**src/shared/bws_pkg.sv**
```systemverilog
// bws_pkg: offsets, field positions and types for the window 2 setup register block
// assumes a 32-bit register port and a 64-bit window base split across two words
package bws_pkg;

   // ------------------------------------------------------------
   // register offsets
   // ------------------------------------------------------------
   localparam logic [11:0] BWS_SETUP_OFF = 12'h08C;     // window2_setup
   localparam logic [11:0] BWS_BASE_LO_OFF = 12'h100;   // window base, low word
   localparam logic [11:0] BWS_BASE_HI_OFF = 12'h104;   // window base, high word
   localparam logic [11:0] BWS_STATUS_OFF = 12'h108;    // decoded window state

   // ------------------------------------------------------------
   // setup field positions and reset values
   // ------------------------------------------------------------
   localparam int BWS_SPACE_BIT = 0;
   localparam int BWS_DEC_LSB = 1;
   localparam int BWS_PREFETCHABLE_SELECT_BIT = 3;
   localparam int BWS_SIZE_LSB = 4;
   localparam int BWS_EN_BIT = 31;
   localparam logic [31:0] BWS_SETUP_RST = 32'h0000_0000;
   localparam logic [63:0] BWS_BASE_RST = 64'h0000_0000_0000_0000;

   // ------------------------------------------------------------
   // decode encodings and size limits
   // ------------------------------------------------------------
   localparam logic [1:0] BWS_NARROW_DECODE = 2'h0;
   localparam logic [1:0] BWS_WIDE_DECODE = 2'h2;
   localparam logic [5:0] BWS_SIZE_MIN = 6'h04;   // below this, except zero, the window is off
   localparam logic [5:0] BWS_SIZE_NARROW_MAX = 6'h20;
   localparam int BWS_BASE_LSB = 4;   // lowest writable base bit; base bits 3:0 are never writable

   // ------------------------------------------------------------
   // types
   // ------------------------------------------------------------
   typedef struct packed {
      logic enable;
      logic [5:0] size;
      logic prefetchable_select;
      logic [1:0] decode;
      logic space_select;
   } bws_setup_s;

   typedef struct packed {
      logic [11:0] addr;
      logic [31:0] wdata;
      logic wr;
      logic rd;
   } bws_req_s;

endpackage : bws_pkg

```
**src/core/bws_mask_gen.sv**
```systemverilog
// bws_mask_gen: writable-bit mask of the 64-bit window base from the setup fields
// assumes setup fields come straight from the setup register, same clock
`timescale 1ns/1ps
`default_nettype none
module bws_mask_gen
   import bws_pkg::*;
(
   input wire bws_setup_s setup,
   output logic [63:0] wr_mask,
   output logic window_on
);

   logic [5:0] eff_size;
   logic wide;

   // effective size: narrow decoding clips sizes above 32
   always_comb begin
      wide = (setup.space_select == 1'b0) && (setup.decode == BWS_WIDE_DECODE);
      eff_size = setup.size;
      if (!wide && setup.size > BWS_SIZE_NARROW_MAX) begin
         eff_size = BWS_SIZE_NARROW_MAX;
      end
   end

   // per-bit mask: bit i of the address is writable at or above the size
   genvar gi;
   generate
      for (gi = 0; gi < 64; gi = gi + 1) begin : g_mask
         if (gi < BWS_BASE_LSB) begin : g_low
            assign wr_mask[gi] = 1'b0;
         end else begin : g_hi
            assign wr_mask[gi] = setup.enable && window_on && (wide || gi < 32) &&
                                 ((setup.size == 6'h00) || (gi >= eff_size));
         end
      end
   endgenerate

   // zero size means whole space; 1..3 disables the window
   assign window_on = (setup.size == 6'h00) || (setup.size >= BWS_SIZE_MIN);

endmodule : bws_mask_gen
`default_nettype wire

```
**src/core/bws_read_mux.sv**
```systemverilog
// bws_read_mux: read-data selection for the register port
// assumes the caller registers the result for the one-cycle-late read data
`timescale 1ns/1ps
`default_nettype none
module bws_read_mux
   import bws_pkg::*;
(
   input wire logic [11:0] addr,
   input wire logic [31:0] setup_word,
   input wire logic [63:0] base_view,
   input wire logic [31:0] status_word,
   output logic [31:0] rdata
);

   // unmapped addresses read as zero
   always_comb begin
      unique case (addr)
         BWS_SETUP_OFF: rdata = setup_word;
         BWS_BASE_LO_OFF: rdata = base_view[31:0];
         BWS_BASE_HI_OFF: rdata = base_view[63:32];
         BWS_STATUS_OFF: rdata = status_word;
         default: rdata = 32'h0000_0000;
      endcase
   end

endmodule : bws_read_mux
`default_nettype wire

```
**src/core/bws_window_setup.sv**
```systemverilog
// bws_window_setup: window 2 setup register and the window base it shapes
// assumes a simple register port; read data valid one cycle after the read strobe
//
// Implementation choice: strobed register access.
`timescale 1ns/1ps
`default_nettype none
module bws_window_setup
   import bws_pkg::*;
(
   input wire logic sys_clk,
   input wire logic srst,
   input wire logic [11:0] reg_addr,
   input wire logic [31:0] reg_wdata,
   input wire logic reg_wr,
   input wire logic reg_rd,
   output logic [31:0] reg_rdata,
   output logic window_enabled,
   output logic window_io,
   output logic window_wide,
   output logic window_prefetchable,
   output logic [63:0] window_base,
   output logic [63:0] window_mask
);

   // ------------------------------------------------------------
   // helper functions
   // ------------------------------------------------------------

   // true when the request writes the register at the given offset
   function automatic logic write_hit(input bws_req_s r, input logic [11:0] off);
      return r.wr && (r.addr == off);
   endfunction : write_hit

   // unpack a setup word; I/O space forces the decode field to zero
   function automatic bws_setup_s setup_from_word(input logic [31:0] w);
      bws_setup_s s;
      s.space_select = w[BWS_SPACE_BIT];
      s.decode = w[BWS_DEC_LSB +: 2];
      s.prefetchable_select = w[BWS_PREFETCHABLE_SELECT_BIT];
      s.size = w[BWS_SIZE_LSB +: 6];
      s.enable = w[BWS_EN_BIT];
      if (w[BWS_SPACE_BIT]) begin
         s.decode = BWS_NARROW_DECODE;
      end
      return s;
   endfunction : setup_from_word

   // pack the setup fields into a word; reserved bits 30:10 read zero
   function automatic logic [31:0] setup_to_word(input bws_setup_s s);
      logic [31:0] w;
      w = 32'h0000_0000;
      w[BWS_SPACE_BIT] = s.space_select;
      w[BWS_DEC_LSB +: 2] = s.decode;
      w[BWS_PREFETCHABLE_SELECT_BIT] = s.prefetchable_select;
      w[BWS_SIZE_LSB +: 6] = s.size;
      w[BWS_EN_BIT] = s.enable;
      return w;
   endfunction : setup_to_word

   // low nibble of the base view: space, decode type and prefetch flags
   function automatic logic [3:0] type_bits(input bws_setup_s s);
      logic [3:0] t;
      t = 4'h0;
      t[BWS_SPACE_BIT] = s.space_select;
      t[BWS_DEC_LSB +: 2] = s.decode;
      t[BWS_PREFETCHABLE_SELECT_BIT] = s.prefetchable_select;
      return t;
   endfunction : type_bits

   // ------------------------------------------------------------
   // storage
   // ------------------------------------------------------------
   // power-on value only: no reset input, so the fields ride through every reset
   bws_setup_s setup_r = setup_from_word(BWS_SETUP_RST);
   bws_setup_s setup_nxt;
   logic [63:0] base_r;
   logic [63:0] base_nxt;
   logic [63:0] wr_mask;
   logic win_on;
   logic [31:0] rdata_r;
   logic [31:0] rdata_nxt;
   logic [31:0] setup_word;
   logic [63:0] base_view;
   logic [31:0] status_word;
   bws_req_s req;

   assign req = '{addr: reg_addr, wdata: reg_wdata, wr: reg_wr, rd: reg_rd};

   // ------------------------------------------------------------
   // setup register
   // ------------------------------------------------------------

   // next setup value: a write replaces every field at once
   // in memory space, reserved decode codes are kept as written and act as narrow decoding
   // window size limits are not checked here; software keeps them legal
   always_comb begin
      setup_nxt = setup_r;
      if (write_hit(req, BWS_SETUP_OFF)) begin
         setup_nxt = setup_from_word(req.wdata);
      end
   end

   // srst is the system's fundamental or hot reset; setup keeps its value across it
   always_ff @(posedge sys_clk) begin
      setup_r <= setup_nxt;
   end

   // ------------------------------------------------------------
   // writable mask
   // ------------------------------------------------------------
   bws_mask_gen u_mask (
      .setup(setup_r),
      .wr_mask(wr_mask),
      .window_on(win_on)
   );

   // ------------------------------------------------------------
   // window base register
   // ------------------------------------------------------------

   // one slice per base word: low word holds address bits 31:0, high word 63:32
   // only masked bits take write data; the rest fall to zero when the mask shrinks
   // a base write uses the mask in force that cycle, as setup and base never share a write
   genvar gw;
   generate
      for (gw = 0; gw < 2; gw = gw + 1) begin : g_base_word
         logic hit;
         logic [31:0] keep;
         logic [31:0] load;
         assign hit = write_hit(req, (gw == 0) ? BWS_BASE_LO_OFF : BWS_BASE_HI_OFF);
         assign keep = base_r[gw*32 +: 32] & wr_mask[gw*32 +: 32];
         assign load = req.wdata & wr_mask[gw*32 +: 32];
         assign base_nxt[gw*32 +: 32] = hit ? load : keep;
      end
   endgenerate

   always_ff @(posedge sys_clk) begin
      if (srst) begin
         base_r <= BWS_BASE_RST;
      end else begin
         base_r <= base_nxt;
      end
   end

   // ------------------------------------------------------------
   // read views
   // ------------------------------------------------------------

   // setup word: reserved bits 30:10 read zero
   assign setup_word = setup_to_word(setup_r);

   // base view: while enable is set, low bits carry space, type and prefetch, like a base register; otherwise all zero
   always_comb begin
      base_view = base_r & wr_mask;
      base_view[3:0] = type_bits(setup_r);
      if (!setup_r.enable) begin
         base_view = 64'h0000_0000_0000_0000;
      end
   end

   // status word: decoded state of the window
   always_comb begin
      status_word = 32'h0000_0000;
      status_word[0] = setup_r.enable && win_on;
      status_word[1] = window_wide;
   end

   bws_read_mux u_rmux (
      .addr(req.addr),
      .setup_word(setup_word),
      .base_view(base_view),
      .status_word(status_word),
      .rdata(rdata_nxt)
   );

   // read data stands one cycle after the strobe, zero otherwise
   always_ff @(posedge sys_clk) begin
      if (srst) begin
         rdata_r <= 32'h0000_0000;
      end else if (req.rd) begin
         rdata_r <= rdata_nxt;
      end else begin
         rdata_r <= 32'h0000_0000;
      end
   end

   // ------------------------------------------------------------
   // outputs
   // ------------------------------------------------------------
   assign reg_rdata = rdata_r;
   assign window_enabled = setup_r.enable && win_on;
   assign window_io = setup_r.space_select;
   assign window_wide = !setup_r.space_select && setup_r.decode == BWS_WIDE_DECODE;
   assign window_prefetchable = setup_r.prefetchable_select;
   assign window_base = base_r & wr_mask;
   assign window_mask = wr_mask;

endmodule : bws_window_setup
`default_nettype wire

```
**config.mk**
```make
export PLATFORM = sky130hd
export DESIGN_NAME = bws_window_setup
export DESIGN_NICKNAME = d
export VERILOG_FILES = /design/src/shared/bws_pkg.sv /design/src/core/bws_mask_gen.sv /design/src/core/bws_read_mux.sv /design/src/core/bws_window_setup.sv
export SDC_FILE = /design/constraint.sdc
export NUM_CORES = 1
export LEC_CHECK = 0
export BUFFER_PORTS_ARGS = -buffer_cell sky130_fd_sc_hd__buf_2
export CORE_ASPECT_RATIO = 0.6
export CORE_MARGIN = 2
export CORE_UTILIZATION = 35
export CTS_BUF_LIST = sky130_fd_sc_hd__clkbuf_8
export DETAILED_ROUTE_END_ITERATION = 7
export PLACE_DENSITY_LB_ADDON = 0.1
export SYNTH_ARGS = -nofsm -noshare
export SYNTH_HDL_FRONTEND = slang
export SYNTH_SLANG_ARGS = --single-unit
```
**constraint.sdc**
```tcl
create_clock -name sys_clk -period 4.9 [get_ports sys_clk]
set_input_delay 0.245 -clock sys_clk [delete_from_list [all_inputs] [get_ports sys_clk]]
set_output_delay 0.245 -clock sys_clk [all_outputs]
set_load 0.01 [all_outputs]
```
==> results of run 1 <==
## synth_stat cells, drive strengths merged, types with 12 or more instances
cell,number,area (µm²)
a21oi,51,255
a32oi,12,105
and2,41,256
and3,29,181
buf,40,264
clkbuf,24,90.1
dfxtp,92,1840
mux2i,54,541
nand2,38,143
nand3,34,170
nor2,69,259
nor3,39,200
nor3b,27,223
o21ai,17,85.1
## worst paths after layout
check	to	depth (start not counted)	slack, ns
setup reg to reg	base_r[20]	5	1.47
hold reg to reg	base_r[15]	2	0.47
hold / removal	window_prefetchable	1	0.07
setup / recovery	window_base[29]	6	1.29
## worst max-delay path, cell delays in order, from the launching register on
cell	delay (ns)
edfxtp_1	0.38
buf_4	0.22
or3_1	0.52
o211ai_2	0.79
inv_1	0.56
and3_1	0.36
buf_2	0.15
## metal layers
layer / global-route usage, % / vias to the layer above / wire [µm]
met5: 0 / - / 0
met4: 4.21 / 0 / 144
met3: 6.31 / 13 / 2470
met2: 37.3 / 367 / 9210
met1: 42.4 / 2894 / 11600
li1: - / 2688 / -
## state kept, by name, summed over array words and instances, names as in the netlist
| name | cells |
|---|---|
| reg_rdata | 32 |
| window_io | 1 |
| window_prefetchable | 1 |
| base_r | 60 |
| setup_r | 9 |
## cell type report
class	instances	area [µm²]	share of cell area, %
Clock buffer	10	138	2.01
Tap cell	203	254	3.70
Clock inverter	6	68.8	1.00
Sequential cell	103	2170	31.7
Timing Repair Buffer	215	1110	16.1
Inverter	8	30.0	0.438
Multi-Input combinational cell	496	3090	45.0
## through the flow
| step | instance area, µm² | cells | utilization [%] | worst slack (ns) | total power [µW] |
|---|---|---|---|---|---|
| after floorplan | 5630 | 671 | - | 2.69 | 888 |
| after global placement | 6650 | 1025 | 42.9 | 1.53 | 915 |
| after detailed placement | 6650 | 1025 | 42.9 | 1.48 | 916 |
| after CTS | 6860 | 1041 | 44.2 | 1.31 | 1480 |
| after global routing | 6860 | 1041 | 44.2 | 1.08 | 1510 |
| final | 6860 | 1041 | 44.2 | 1.29 | 1470 |
## cells by family (layout without fill, tap and decap cells)
logic type,count (synthesis),count (layout)
buffers and inverters,72,239
muxes,54,54
other,1,8
DFF,103,103
AOI/OAI and AO/OA,113,113
and+or+nand+nor,321,321
## power by group
group | internal, µW | total, µW | switching [µW]
clock network | 255 | 576 | 322
logic | 17.9 | 46.8 | 28.9
registers | 851 | 851 | 0.0282
total | 1120 | 1470 | 351
## cells in the final DEF, fill, tap and decap left out, drive strengths merged, types with 3 or more instances in the layout
master and n:
o21a 4, a21oi 51, and2 41, nand4 3, buf 215, dfxtp 92, nand2 38, nor2b 5
nand3 34, o21ai 17, nor3b 27, nor2 69, clkbuf 10, nor3 39, inv 11, nor4b 3
a22oi 3, a221oi 5, or2 6, edfxtp 11, mux2i 54, nor4 5, conb 8, a31oi 4
nand4b 5, a32oi 12, o31ai 4, nand2b 6, o211ai 4, and3 29
==> impl_metrics.toml, run 1 <==
[yosys]
syn_area_per_cell_um2 = 8.45
synth_edf_count = 11
ys_seq_elements = 103
synth_top_family_by_area = "simple AND/OR/NAND/NOR gates"
synth_mux_area_share_pct = 9.64
synth_compound_area_share_pct = 12.9
synth-simple-area-share_pct = 31.8
netlist_area_mm2 = 0.00561
synthFlopType = "dfxtp_1"
synth_cells = 664
ys_seq_area_share_pct = 38.7
synth_xor_area_share_pct = 0
yosysUniqueCellTypes = 59
yosysWarnings = 0
asyncSetResetFlopFracSynth_pct = 0
yosys.area_share.adder_pct = 0

[power]
power_density_mw_per_mm2 = 215
p_leak_uw = 0.00304
irDropWorstVdd_mv = 0.128

[global_routing]
track_usage_pct = 27.0
first_global_vias = 5596
grt_pass1_wl_mm = 34.7
grt_overflow = 0
grt_antenna_before_repair = 0
grt_max_degree = 33

[finish]
final_net_count = 881
synthToLayoutAreaGrowth_pct = 22.3
n_antenna_cell = 0
drive_gt1_share_pct = 30.3
fillers = 1617

[timing]
grt_setup_unrepaired = "false"
period_share_pct = 73.6
relSlewSlack_pct = 18.2
fmax_ghz = 0.277
hold_viol_final = 0
setup_viol = 0
slew_violations = 0
worst_pin_slew_ns = 1.23
fin_setup_tns_ns = 0
whs_ns = 0.0681
final.min_clock_period_ns = 3.61
skew_ns = 0.0143

[setup_path]
rr_startpoint = "setup_r[4]"
crit_type = "reg2out"
endpoint_kind = "output pin"
arrival_ns = 3.36
crit_path_max_fanout = 22
crit_start = "setup_r[6]"
worstPathRequired_ns = 4.66
worst_setup_path_start_kind = "flop"

[place]
place_congestion = 0.917
io_buffers = 203
dp_hpwl_mm = 17.6

[clock_tree]
numCtsBuffers = 9
cts_buffer_depth = 2
clkLatencyLatePin_ns = 0.38
htree_levels = 3
holdBufCountCts = 0
cts_tree = "yes"
clock-sinks = 103
cts_root_buf = "clkbuf_8"
clkTransAtPathRegs_ns = 0.10
cts_resized = 0
post_cts_buffers = 0

[drt]
drtIter0Drc = 758
wl_mm = 23.4
first_pass_iters = 8
route.detailed.drc = 16
wl_per_cell_um = 22.5
vias = 5962
post_drt_via_cell_ratio = 5.73
ant_nets = 0

[floorplan]
core_area_mm2 = 0.0155
num_io_pins = 212
die_w_um = 167
rows = 35
die-area_mm2 = 0.0171
die_y_um = 102
start_util_pct = 36.2

[run]
cap_violations = 0

[min_path]
hold_start = "reg_wdata[3]"
worstHoldPathType = "in2reg"

[run_status]
status = "finished with violations"
failed_checks = "DRC"
Power figures use the tool's default switching activity.
==> run 2: changes to the inputs <==
==> constraint.sdc (replaced) <==
create_clock -name sys_clk -period 3.3 [get_ports sys_clk]
set_input_delay 0.165 -clock sys_clk [delete_from_list [all_inputs] [get_ports sys_clk]]
set_output_delay 0.165 -clock sys_clk [all_outputs]
set_load 0.01 [all_outputs]
==> run 2 against run 1 <==
Compared with the run above: the flow still finishes with violations (DRC); setup slack worse by 1.0 ns; final area up 2.5%; global-route usage up 0.75 points; critical path depth unchanged; combinational power rose by 59%; critical path type unchanged; largest power group unchanged; highest routed layer unchanged.
==> impl_metrics.toml, run 2 (synthesis gave the netlist of run 1 again) <==
[floorplan]
rows = 35
die_w_um = 167
num_io_pins = 212
start_util_pct = 36.2
core_area_mm2 = 0.0155
die_y_um = 102
die-area_mm2 = 0.0171

[place]
io_buffers = 203
dp_cells = 1036
dp_hpwl_mm = 17.8
place_congestion = 0.903

[setup_path]
crit_family = "simple AND/OR/NAND/NOR gates"
crit_path_frequent_cell = "and2_1"
worst_setup_path_start_kind = "flop"
cp_slowest_cell = "and2_1"
cp_num_buf_inv = 2
endpoint_kind = "output pin"
slowest_delay_ns = 0.76
arrival_ns = 2.89
path_cells = "nor4bb_1, and2_1, a311oi_1, buf_4, and2_1, buf_2"
crit_type = "reg2out"
worstPathRequired_ns = 3.13
crit_path_max_fanout = 18

[finish]
final_common_cell = "buf_2"
mostFrequentLayoutCells = "203 x buf_2, 92 x dfxtp_1, 69 x nor2_1"
stdcell_count = 1056
regMostFlops = "base_r"
ff_latch_area_mm2 = 0.00217
n_antenna_cell = 0
synthToLayoutAreaGrowth_pct = 25.3
drive_gt1_share_pct = 30.9
fillers = 1617
largest_register_ffs = 60
multi_input_area_mm2 = 0.00309
final_net_count = 897

[global_routing]
grtUsageMet3_pct = 6.66
top_usage_layer = "met1"
gr-usage-met2_pct = 39.1
track_usage_pct = 27.7
grt_max_degree = 29
grt_pass1_wl_mm = 35.4
grt_antenna_before_repair = 0
first_global_vias = 5794
use_met1_pct = 42.5
grt_overflow = 0

[timing]
worst_pin_slew_ns = 0.967
slew_violations = 0
final.min_clock_period_ns = 3.05
hold_viol_final = 0
fmax_ghz = 0.327
fin_setup_tns_ns = 0
skew_ns = 0.0123
period_share_pct = 92.5
relSlewSlack_pct = 35.6
setup_viol = 0
grt_setup_unrepaired = "false"

[clock_tree]
holdBufCountCts = 4
cts_tree = "yes"
post_cts_buffers = 0
htree_levels = 3
numCtsBuffers = 9
cts_resized = 0
cts_root_buf = "clkbuf_8"
clkLatencyLatePin_ns = 0.38
cts_buffer_depth = 2
clkTransAtPathRegs_ns = 0.10
clock-sinks = 103

[drt]
wl_per_cell_um = 22.8
drtIter0Drc = 601
first_pass_iters = 7
post_drt_via_cell_ratio = 5.65
wl_mm = 24.1
route.detailed.drc = 16
vias = 5970
ant_nets = 0

[power]
irDropWorstVdd_mv = 0.215
power_density_mw_per_mm2 = 329
p_leak_uw = 0.00314

[min_path]
worstHoldPathType = "in2reg"

[run]
cap_violations = 0

[run_status]
failed_checks = "DRC"
status = "finished with violations"
==> run 2: cell count changes in the layout (fill, tap and decap cells not counted), sizes merged <==
cell,delta
clkbuf,-1
buf,+11
bufinv,+2
clkinv,-2
dlygate4sd3,+5
==> run 2: per-layer routing <==
layer	wire (µm)	up-vias
li1	-	2715
met1	11900	2864
met2	9520	375
met3	2530	16
met4	187	0
met5	0	-
==> run 2: cell type report <==
| class | instances | area share, % |
|---|---|---|
| multi-input cells | 496 | 43.9 |
| inverters | 8 | 0.427 |
| repair buffers | 231 | 17.8 |
| well taps | 203 | 3.61 |
| flip-flops and latches | 103 | 30.9 |
| clock inverters | 6 | 1.55 |
| clock buffers | 9 | 1.76 |
==> run 2: per-stage QoR <==
| stage | setup WS [ns] | total power [µW] | utilization (%) | hold WS [ns] | area, µm² |
|---|---|---|---|---|---|
| 2_1_floorplan | 1.17 | 1320 | - | 0.264 | 5630 |
| 3_3_place_gp | 0.727 | 1360 | 43.5 | 0.363 | 6750 |
| 3_5_place_dp | 0.720 | 1360 | 43.5 | 0.364 | 6750 |
| 4_1_cts | 0.344 | 2320 | 45.3 | 0.00237 | 7020 |
| 5_1_grt | 0.0361 | 2380 | 45.3 | 0.00624 | 7030 |
| 6_report | 0.246 | 2310 | 45.3 | 0.0232 | 7030 |
==> run 2: report_power, final <==
| group | internal, µW | leakage, µW | switching (µW) | total, µW |
|---|---|---|---|---|
| registers | 1260 | 0.000837 | 0.0390 | 1260 |
| logic | 29.7 | 0.00218 | 44.5 | 74.2 |
| clock network | 501 | 0.000121 | 472 | 974 |
==> run 2: path summary, 6_finish.rpt <==
path,from,end,slack [ns],cells past startpoint
max reg2reg,setup_r[9],base_r[6],0.48,7
min,reg_wdata[31],setup_r[10],0.02,1
min reg2reg,base_r[15],base_r[15],0.47,2
max,setup_r[9],window_base[45],0.25,6
